$ cat src/include/tone_pkg.sv
// Shared constants, tables, types and the contrast curve function of the tone curve stage.
`default_nettype none
package tone_pkg;

    localparam logic [4:0]  LAST_KNOT      = 5'h12;
    localparam logic [4:0]  VAR_ID_MODE    = 5'h07;
    localparam logic [7:0]  OFS_SEL_A      = 8'h43;
    localparam logic [7:0]  OFS_SEL_B      = 8'h44;
    localparam logic [7:0]  OFS_USER_BASE  = 8'h50;
    localparam logic [7:0]  OFS_CURVE_BASE = 8'h70;
    localparam logic [7:0]  SEL_RESET      = 8'h00;
    localparam int          GAMMA_LSB      = 0;
    localparam int          CONTRAST_LSB   = 4;

    localparam logic [2:0]  GAMMA_IDENT    = 3'h0;
    localparam logic [2:0]  GAMMA_056      = 3'h1;
    localparam logic [2:0]  GAMMA_045      = 3'h2;
    localparam logic [2:0]  GAMMA_USER     = 3'h3;
    localparam logic [2:0]  CONTRAST_OFF   = 3'h0;
    localparam logic [2:0]  CONTRAST_NR    = 3'h4;

    localparam logic [11:0] KNOT_1         = 12'h040;
    localparam logic [11:0] KNOT_2         = 12'h080;
    localparam logic [11:0] KNOT_3         = 12'h100;
    localparam logic [11:0] KNOT_TOP       = 12'hF00;
    localparam logic [11:0] KNOT_MAX       = 12'hFFF;
    localparam logic [4:0]  SEG_COARSE_OFS = 5'h02;
    localparam logic [4:0]  SEG_TOP        = 5'h11;
    localparam logic [16:0] RECIP_255      = 17'h00101;
    localparam logic [16:0] ROUND_TOP      = 17'h00080;
    localparam logic signed [18:0] ROUND_Q8 = 19'sh00080;
    localparam logic signed [18:0] MID_BIAS = 19'sh00080;
    localparam logic signed [8:0]  MID_X    = 9'sh080;
    localparam logic [26:0] HALF_Q16       = 27'h0008000;

    typedef logic [18:0][7:0] tone_curve_t;
    typedef enum logic {BUILD_IDLE, BUILD_RUN} build_phase_t;

    typedef struct packed {
        logic             valid;
        logic [2:0][11:0] comp;
    } pix_in_t;

    typedef struct packed {
        logic            valid;
        logic [2:0][7:0] comp;
    } pix_out_t;

    localparam tone_curve_t GAMMA_IDENT_TBL = {8'hFF, 8'hEF, 8'hDF, 8'hCF, 8'hBF, 8'hAF, 8'h9F,
        8'h8F, 8'h80, 8'h70, 8'h60, 8'h50, 8'h40, 8'h30, 8'h20, 8'h10, 8'h08, 8'h04, 8'h00};
    localparam tone_curve_t GAMMA_056_TBL = {8'hFF, 8'hF6, 8'hED, 8'hE3, 8'hD9, 8'hCF, 8'hC4,
        8'hB9, 8'hAD, 8'hA1, 8'h93, 8'h85, 8'h75, 8'h64, 8'h50, 8'h36, 8'h25, 8'h19, 8'h00};
    localparam tone_curve_t GAMMA_045_TBL = {8'hFF, 8'hF8, 8'hF0, 8'hE8, 8'hE0, 8'hD7, 8'hCE,
        8'hC5, 8'hBB, 8'hB0, 8'hA4, 8'h97, 8'h89, 8'h78, 8'h64, 8'h49, 8'h36, 8'h27, 8'h00};

    // Contrast settings 1 to 4: midsection slope, shadow coefficient and junction point.
    localparam logic [4:0][8:0]  MID_Q8     = {9'h120, 9'h1C0, 9'h180, 9'h140, 9'h100};
    localparam logic [4:0][10:0] SHADOW_Q16 = {11'h510, 11'h20B, 11'h240, 11'h320, 11'h000};
    localparam logic [4:0][7:0]  JUNC       = {8'h1C, 8'h6D, 8'h55, 8'h33, 8'h00};

    // The end curves are a*v^2 mirrored at white, so slope is zero at both ends.
    function automatic logic [7:0] scurve(input logic [7:0] v, input logic [2:0] c);
        logic [26:0]        sq;
        logic signed [18:0] mid;
        logic signed [8:0]  d;
        logic [7:0]         w;
        sq  = '0;
        mid = '0;
        w   = 8'hFF - v;
        d   = $signed({1'b0, v}) - MID_X;
        if (c == CONTRAST_OFF || c > CONTRAST_NR) begin
            return v;
        end
        if (v <= JUNC[c]) begin
            sq = 27'(SHADOW_Q16[c]) * 27'(v) * 27'(v) + HALF_Q16;
            return sq[23:16];
        end
        if (w <= JUNC[c]) begin
            sq = 27'(SHADOW_Q16[c]) * 27'(w) * 27'(w) + HALF_Q16;
            return 8'hFF - sq[23:16];
        end
        mid = 19'($signed({10'h000, MID_Q8[c]}) * 19'(d)) + ROUND_Q8;
        mid = (mid >>> 8) + MID_BIAS;
        if (mid < 0) begin
            return 8'h00;
        end
        if (mid > 19'sh000FF) begin
            return 8'hFF;
        end
        return mid[7:0];
    endfunction

endpackage
`default_nettype wire

$ cat src/hdl/tone_interp.sv
// Piecewise-linear lookup of one 12-bit component through the 19-knot curve.
`timescale 1ns/1ns
`default_nettype none
module tone_interp (
    // Curve and sample
    input  wire tone_pkg::tone_curve_t curve_i,
    input  wire logic [11:0]           x_i,
    // Result
    output logic [7:0]                 y_o
);
    logic [4:0]         seg;
    logic [8:0]         t;
    logic [16:0]        tprod;
    logic signed [8:0]  dy;
    logic signed [18:0] acc;

    always_comb begin
        tprod = 17'(x_i[7:0]) * tone_pkg::RECIP_255 + tone_pkg::ROUND_TOP;
        if (x_i < tone_pkg::KNOT_1) begin
            seg = 5'h00;
            t   = {1'b0, x_i[5:0], 2'b00};
        end else if (x_i < tone_pkg::KNOT_2) begin
            seg = 5'h01;
            t   = {1'b0, x_i[5:0], 2'b00};
        end else if (x_i < tone_pkg::KNOT_3) begin
            seg = 5'h02;
            t   = {1'b0, x_i[6:0], 1'b0};
        end else if (x_i < tone_pkg::KNOT_TOP) begin
            seg = {1'b0, x_i[11:8]} + tone_pkg::SEG_COARSE_OFS;
            t   = {1'b0, x_i[7:0]};
        end else begin
            // The last span is 255 wide; a reciprocal multiply avoids a divider.
            seg = tone_pkg::SEG_TOP;
            t   = tprod[16:8];
        end
        dy  = $signed({1'b0, curve_i[seg + 5'h01]}) - $signed({1'b0, curve_i[seg]});
        acc = $signed({3'b000, curve_i[seg], 8'h00}) + 19'(dy * $signed({1'b0, t})) + tone_pkg::ROUND_Q8;
        y_o = acc[15:8];
    end
endmodule
`default_nettype wire

$ cat src/hdl/gamma_contrast_tone_curve.sv
// Gamma and contrast tone curve stage with its mode variable port.
`timescale 1ns/1ns
`default_nettype none
module gamma_contrast_tone_curve (
    // Clock and reset
    input  wire logic              clk_i,
    input  wire logic              rst_i,
    // Operating mode
    input  wire logic              mode_b_i,
    // Variable access
    input  wire logic              var_we_i,
    input  wire logic              var_re_i,
    input  wire logic [4:0]        var_id_i,
    input  wire logic [7:0]        var_offset_i,
    input  wire logic [7:0]        var_wdata_i,
    output logic [7:0]             var_rdata_o,
    output logic                   var_rvalid_o,
    // Status
    output logic                   build_busy_o,
    // Pixels
    input  wire tone_pkg::pix_in_t pix_i,
    output tone_pkg::pix_out_t     pix_o
);
    typedef struct packed {
        tone_pkg::build_phase_t phase;
        logic                   busy;
        logic [4:0]             idx;
        logic                   dirty;
        logic [7:0]             build_sel;
        logic [7:0]             sel_a;
        logic [7:0]             sel_b;
        logic                   mode_b_seen;
        tone_pkg::tone_curve_t  user_tbl;
        tone_pkg::tone_curve_t  curve;
        tone_pkg::pix_out_t     pix;
        logic [7:0]             rdata;
        logic                   rvalid;
    } tone_state_t;

    tone_state_t     s;
    tone_state_t     s_next;
    logic [2:0][7:0] y;
    logic [7:0]      base;
    logic [7:0]      sel_active;
    logic [2:0]      gamma_f;
    logic [2:0]      contrast_f;
    logic            id_hit;
    logic            wr_mapped;

    function automatic logic in_table(input logic [7:0] ofs, input logic [7:0] first);
        return ofs >= first && ofs <= first + {3'b000, tone_pkg::LAST_KNOT};
    endfunction

    genvar g;
    generate
        for (g = 0; g < 3; g++) begin : g_comp
            tone_interp u_interp (
                .curve_i (s.curve),
                .x_i     (pix_i.comp[g]),
                .y_o     (y[g])
            );
        end
    endgenerate

    always_comb begin
        s_next     = s;
        s_next.rvalid = 1'b0;
        sel_active = s.mode_b_seen ? s.sel_b : s.sel_a;
        gamma_f    = s.build_sel[tone_pkg::GAMMA_LSB +: 3];
        contrast_f = s.build_sel[tone_pkg::CONTRAST_LSB +: 3];
        id_hit     = var_id_i == tone_pkg::VAR_ID_MODE;
        wr_mapped  = 1'b0;
        case (gamma_f)
            tone_pkg::GAMMA_056:  base = tone_pkg::GAMMA_056_TBL[s.idx];
            tone_pkg::GAMMA_045:  base = tone_pkg::GAMMA_045_TBL[s.idx];
            tone_pkg::GAMMA_USER: base = s.user_tbl[s.idx];
            default:              base = tone_pkg::GAMMA_IDENT_TBL[s.idx];
        endcase
        if (var_we_i && id_hit) begin
            if (var_offset_i == tone_pkg::OFS_SEL_A) begin
                s_next.sel_a = var_wdata_i;
                wr_mapped    = 1'b1;
            end else if (var_offset_i == tone_pkg::OFS_SEL_B) begin
                s_next.sel_b = var_wdata_i;
                wr_mapped    = 1'b1;
            end else if (in_table(var_offset_i, tone_pkg::OFS_USER_BASE)) begin
                s_next.user_tbl[5'(var_offset_i - tone_pkg::OFS_USER_BASE)] = var_wdata_i;
                wr_mapped = 1'b1;
            end
        end
        if (var_re_i) begin
            s_next.rvalid = 1'b1;
            s_next.rdata  = 8'h00;
            if (!id_hit) begin
                s_next.rdata = 8'h00;
            end else if (var_offset_i == tone_pkg::OFS_SEL_A) begin
                s_next.rdata = s.sel_a;
            end else if (var_offset_i == tone_pkg::OFS_SEL_B) begin
                s_next.rdata = s.sel_b;
            end else if (in_table(var_offset_i, tone_pkg::OFS_USER_BASE)) begin
                s_next.rdata = s.user_tbl[5'(var_offset_i - tone_pkg::OFS_USER_BASE)];
            end else if (in_table(var_offset_i, tone_pkg::OFS_CURVE_BASE)) begin
                s_next.rdata = s.curve[5'(var_offset_i - tone_pkg::OFS_CURVE_BASE)];
            end
        end
        // Pixels keep flowing during a rebuild, so a frame may see a mix of old and new knots.
        case (s.phase)
            tone_pkg::BUILD_IDLE: begin
                if (s.dirty) begin
                    s_next.phase     = tone_pkg::BUILD_RUN;
                    s_next.busy      = 1'b1;
                    s_next.idx       = 5'h00;
                    s_next.build_sel = sel_active;
                    s_next.dirty     = 1'b0;
                end
            end
            tone_pkg::BUILD_RUN: begin
                s_next.curve[s.idx] = tone_pkg::scurve(base, contrast_f);
                s_next.idx = s.idx + 5'h01;
                if (s.idx == tone_pkg::LAST_KNOT) begin
                    s_next.phase = tone_pkg::BUILD_IDLE;
                    s_next.busy  = 1'b0;
                end
            end
            default: begin
                s_next.phase = tone_pkg::BUILD_IDLE;
                s_next.busy  = 1'b0;
            end
        endcase
        // A change arriving while the flag is being consumed still forces another pass.
        s_next.mode_b_seen = mode_b_i;
        if (wr_mapped || mode_b_i != s.mode_b_seen) begin
            s_next.dirty = 1'b1;
        end
        s_next.pix.valid = pix_i.valid;
        if (pix_i.valid) begin
            s_next.pix.comp = y;
        end
    end

    always_ff @(posedge clk_i or posedge rst_i) begin
        if (rst_i) begin
            s          <= '0;
            s.dirty    <= 1'b1;
            s.sel_a    <= tone_pkg::SEL_RESET;
            s.sel_b    <= tone_pkg::SEL_RESET;
            s.user_tbl <= tone_pkg::GAMMA_IDENT_TBL;
        end else begin
            s <= s_next;
        end
    end

    assign var_rdata_o  = s.rdata;
    assign var_rvalid_o = s.rvalid;
    assign build_busy_o = s.busy;
    assign pix_o        = s.pix;
endmodule
`default_nettype wire

$ cat config.mk
export PLATFORM = sky130hd
export DESIGN_NAME = gamma_contrast_tone_curve
export DESIGN_NICKNAME = d
export VERILOG_FILES = /design/src/include/tone_pkg.sv /design/src/hdl/tone_interp.sv /design/src/hdl/gamma_contrast_tone_curve.sv
export SDC_FILE = /design/constraint.sdc
export NUM_CORES = 2
export LEC_CHECK = 0
export BUFFER_PORTS_ARGS = -buffer_cell sky130_fd_sc_hd__buf_2
export CORE_AREA = 2 2 343 345
export CTS_CLUSTER_SIZE = 25
export DETAILED_ROUTE_END_ITERATION = 8
export DIE_AREA = 0 0 345 347
export SLEW_MARGIN = 20
export SYNTH_ARGS = -nofsm -noshare
export SYNTH_HDL_FRONTEND = slang
export SYNTH_SLANG_ARGS = --single-unit
$ cat constraint.sdc
create_clock -name clk_i -period 25 [get_ports clk_i]
set_input_delay 5 -clock clk_i [delete_from_list [all_inputs] [get_ports clk_i]]
set_output_delay 5 -clock clk_i [all_outputs]
set_load 0.1 [all_outputs]
==> results list <==
* Kind of cell adding the most delay to the critical path: adder cells
- Counting flops and latches in the post-synthesis netlist gives 369.
- STA classifies the critical path startpoint as a primary input.
- Counting every sink on the clock net gives 369.
- Dividing the final minimum period by the clock period gives 0.622.
- The layout has 11146 filler cells.
- Of the post-synthesis cell area, the dominant cell type holds 0.179.
- Counting buffers and inverters, the worst setup path is 40 cells deep.
- Global routing usage summed across all routing layers: 0.277
- Cells resized by post-CTS repair: 0
- Capture point of the worst reg-to-reg path: s[73]
- Aggregate routed wire length: 166000 um
- Post-detailed-route count of antenna-violating nets: 0
- After synthesis, the mean cell area works out to 8.87 um^2.
- Start-to-end type of the worst setup path: in2reg
* Outcome: finished clean
* Average wire per cell in the routed design: 22.9 um
- Summed over all failing endpoints, the final setup total negative slack is 0 ns.
* Max_cap viols: 0
- Commonest cells in the synthesized netlist: sky130_fd_sc_hd__nand2_1, sky130_fd_sc_hd__inv_1, sky130_fd_sc_hd__nor2_1, sky130_fd_sc_hd__fa_1, sky130_fd_sc_hd__ha_1
- The Yosys step of the flow raised 0 warnings.
* Clock-pin slew of the registers on the worst-case setup and hold paths: 0.06 ns
* Relative slew slack: 0.194
* Cell with the largest stage delay on the worst path: sky130_fd_sc_hd__or4_1
* Via density per instance: 5.96
- Predominant post-synthesis flop cell: sky130_fd_sc_hd__dfrtp_1
- Along the worst path, the maximum fanout reaches 70.
- The final layout contains 6638 nets.
* Die Span X: 345 um
* Via count of the first global-routing pass: 43327
- Setup repair after global routing missed its margin: no
- Number of buffers added to fix hold violations after cts: 0
- Initial standard-cell utilization of the core: 0.448
- For this run, asynchronously set or reset flops after synthesis account for 1.00.
- From synthesis to final layout, the design area changed by 5.77%.
* Category of the worst setup path capture point: register
- Height of the die: 347 um
* Num ports: 98
* TritonCTS buffer count: 43
- The first global-routing pass estimated 260000 um of wire.
- For this run, design rule violations remaining after detail routing come to 0.
- First element of the critical path: pix_i[32]
- Clock latency on the worst-skew pair, taken at its later pin, is 0.61 ns.
* Achievable frequency: 64.3 MHz
- The worst path needs 15.56 ns of the cycle, external delays included.
* Maximum number of buffers from clock root to sink: 3
- Between clock sinks in the finished design, the worst skew comes to 0.0440 ns.
- Of the cells placed in the final design, the portion with a size suffix greater than 1 is 0.144.
- Placeable core region: 116000 um^2
* Count of flip-flops with a built-in enable after synthesis: 0
* Overall die area: 120000 um^2
* Count of standard-cell rows: 125
* Maximum number of pins on one net before global-route repair: 78
- Setup violations remaining at the end of the flow were counted as 0.
- Count of buffer and inverter cells on the critical path: 9
* Setup fix buffers added after clock tree synthesis: 0
* Detailed Place HPWL: 121000 um
- For the worst setup path, the data arrival time is 16.01 ns.
- The startpoint identified for the worst register-to-register timing path is s[365].
* Overflow left after global routing: 0
* Post-synth net total: 6788
* Sequential cell area fraction in the yosys report: 0.180
* Library cell appearing most often on the critical path: sky130_fd_sc_hd__fa_1
- Flop-to-flop setup slack: 9.93 ns
* DR vias: 43263
* Detailed-router iteration count before antenna repair: 9
- Number of port buffers: 97
- For the pin with the worst max-slew slack, the measured transition is 1.21 ns.
- Main area contributors after synthesis: sky130_fd_sc_hd__fa_1, sky130_fd_sc_hd__dfrtp_1, sky130_fd_sc_hd__ha_1, sky130_fd_sc_hd__mux4_2, sky130_fd_sc_hd__nand2_1
- Placer congestion estimate: 0.929
- The number of max-slew violations in the final report came to 0.
* Number of hold violations in the final report: 0
- TritonCTS built the clock tree.
- In this run the worst hold path is classified as reg2reg.
- For the worst setup path, the data required time is 25.45 ns.
* Antenna violations before repair: 4
- Unique masters post-synth: 88
- Post-synthesis instance area: 51900 um^2
- Most repeated cell in the gate-level netlist after synthesis: sky130_fd_sc_hd__nand2_1
- Count of routing violations after the opening detailed-route iteration: 4320
- Counting cells, the worst reg-to-reg path comes to 46.
* Critical Path Sink: pix_o[23]
- Maximum single-stage delay on the critical path: 0.78 ns
- Master cell of the clock root buffer: sky130_fd_sc_hd__clkbuf_16
- Of all cell types, the one taking the most synthesized area is sky130_fd_sc_hd__fa_1.
- In this run the number of H-tree levels came out at 2.
- Number of instances in the synthesized netlist: 5845
-- flip-flops by register name, summed over array words and instances (netlist names) --
name / count
build_busy_o: 1
contrast_f: 3
gamma_f: 3
pix_o: 25
s: 328
var_rdata_o: 8
var_rvalid_o: 1
-- placed cells by master (no fill, tap or decap), types with 18 or more instances in the layout --
master / netlist / final
sky130_fd_sc_hd__xor2_1: 56 / 55
sky130_fd_sc_hd__a21oi_1: 222 / 216
sky130_fd_sc_hd__a311oi_1: 44 / 44
sky130_fd_sc_hd__a21o_1: 39 / 38
sky130_fd_sc_hd__or2_2: 28 / 28
sky130_fd_sc_hd__o21bai_1: 19 / 19
sky130_fd_sc_hd__nor3_1: 40 / 37
sky130_fd_sc_hd__clkbuf_16: 0 / 43
sky130_fd_sc_hd__dfstp_2: 68 / 68
sky130_fd_sc_hd__mux4_2: 216 / 216
sky130_fd_sc_hd__buf_2: 22 / 95
sky130_fd_sc_hd__xnor2_1: 89 / 88
sky130_fd_sc_hd__mux2i_1: 119 / 119
sky130_fd_sc_hd__and2_1: 85 / 85
sky130_fd_sc_hd__nand3_1: 183 / 183
sky130_fd_sc_hd__and3_1: 58 / 58
sky130_fd_sc_hd__ha_1: 417 / 416
sky130_fd_sc_hd__nand2b_1: 69 / 69
sky130_fd_sc_hd__o22ai_1: 27 / 27
sky130_fd_sc_hd__dfrtp_1: 301 / 299
sky130_fd_sc_hd__a31oi_1: 32 / 31
sky130_fd_sc_hd__mux2_2: 212 / 212
sky130_fd_sc_hd__nand2_1: 916 / 916
sky130_fd_sc_hd__buf_4: 37 / 79
sky130_fd_sc_hd__nor4_1: 19 / 18
sky130_fd_sc_hd__a211oi_1: 25 / 25
sky130_fd_sc_hd__nor2b_1: 34 / 34
sky130_fd_sc_hd__a22oi_1: 27 / 26
sky130_fd_sc_hd__fa_1: 463 / 463
sky130_fd_sc_hd__inv_1: 747 / 741
sky130_fd_sc_hd__nor2_1: 476 / 474
sky130_fd_sc_hd__o21ai_0: 199 / 198
-- per-layer routing --
| metal | global-route usage | routed length, um | vias to the layer above |
|---|---|---|---|
| met5 | 0 | 25 | - |
| met4 | 0.105 | 6770 | 4 |
| met3 | 0.0509 | 14500 | 389 |
| met2 | 0.442 | 75800 | 1975 |
| met1 | 0.376 | 69100 | 21613 |
| li1 | - | - | 19282 |
-- per-stage QoR --
| stage | cells | hold slack [ns] | util | instance area [um^2] | setup WS, ns |
|---|---|---|---|---|---|
| floorplan | 5845 | 0.481 | - | 51900 | 8.87 |
| global placement | 7174 | 0.486 | 0.462 | 53400 | 8.82 |
| detailed placement | 7174 | 0.490 | 0.462 | 53400 | 8.89 |
| CTS | 7251 | 0.503 | 0.474 | 54800 | 9.49 |
| global route | 7251 | 0.512 | 0.474 | 54800 | 8.80 |
| finish | 7254 | 0.497 | 0.474 | 54900 | 9.44 |
-- cell families (layout without fill, tap and decap cells) --
kind of cell / Yosys count / in the layout / share of synthesized area
buf+inv: 1126 / 1008 / 0.0851
simple gates: 1965 / 1965 / 0.166
compound gates: 806 / 806 / 0.100
xor+xnor: 150 / 150 / 0.0265
other cells: 1 / 4 / 0.0000723
fa+ha+maj: 880 / 880 / 0.279
flops: 369 / 369 / 0.180
mux: 548 / 548 / 0.163
-- final cells by class --
cell class | count | area [um^2] | share of cell area
clock buffer | 57 | 1160 | 0.0211
antenna | 3 | 7.51 | 0.000137
timing repair buffer | 175 | 1080 | 0.0197
multi-input combinational | 4350 | 38300 | 0.698
tap | 1524 | 1910 | 0.0348
sequential | 369 | 9320 | 0.170
clock inverter | 20 | 219 | 0.00399
inverter | 756 | 2850 | 0.0519
-- worst min path at each step --
stage	from	endpoint	slack, ns	cells after the start
global placement	pix_o[2]	pix_o[2]	0.49	1
finish	pix_o[3]	pix_o[3]	0.50	1
detailed placement	pix_o[22]	pix_o[22]	0.49	1
global route	pix_o[3]	pix_o[3]	0.51	1
floorplan	s[342]	s[342]	0.48	1
CTS	pix_o[3]	pix_o[3]	0.50	1
Power is not shown: default switching activity piles up to over one toggle a cycle in this logic, so the estimate is an artifact.
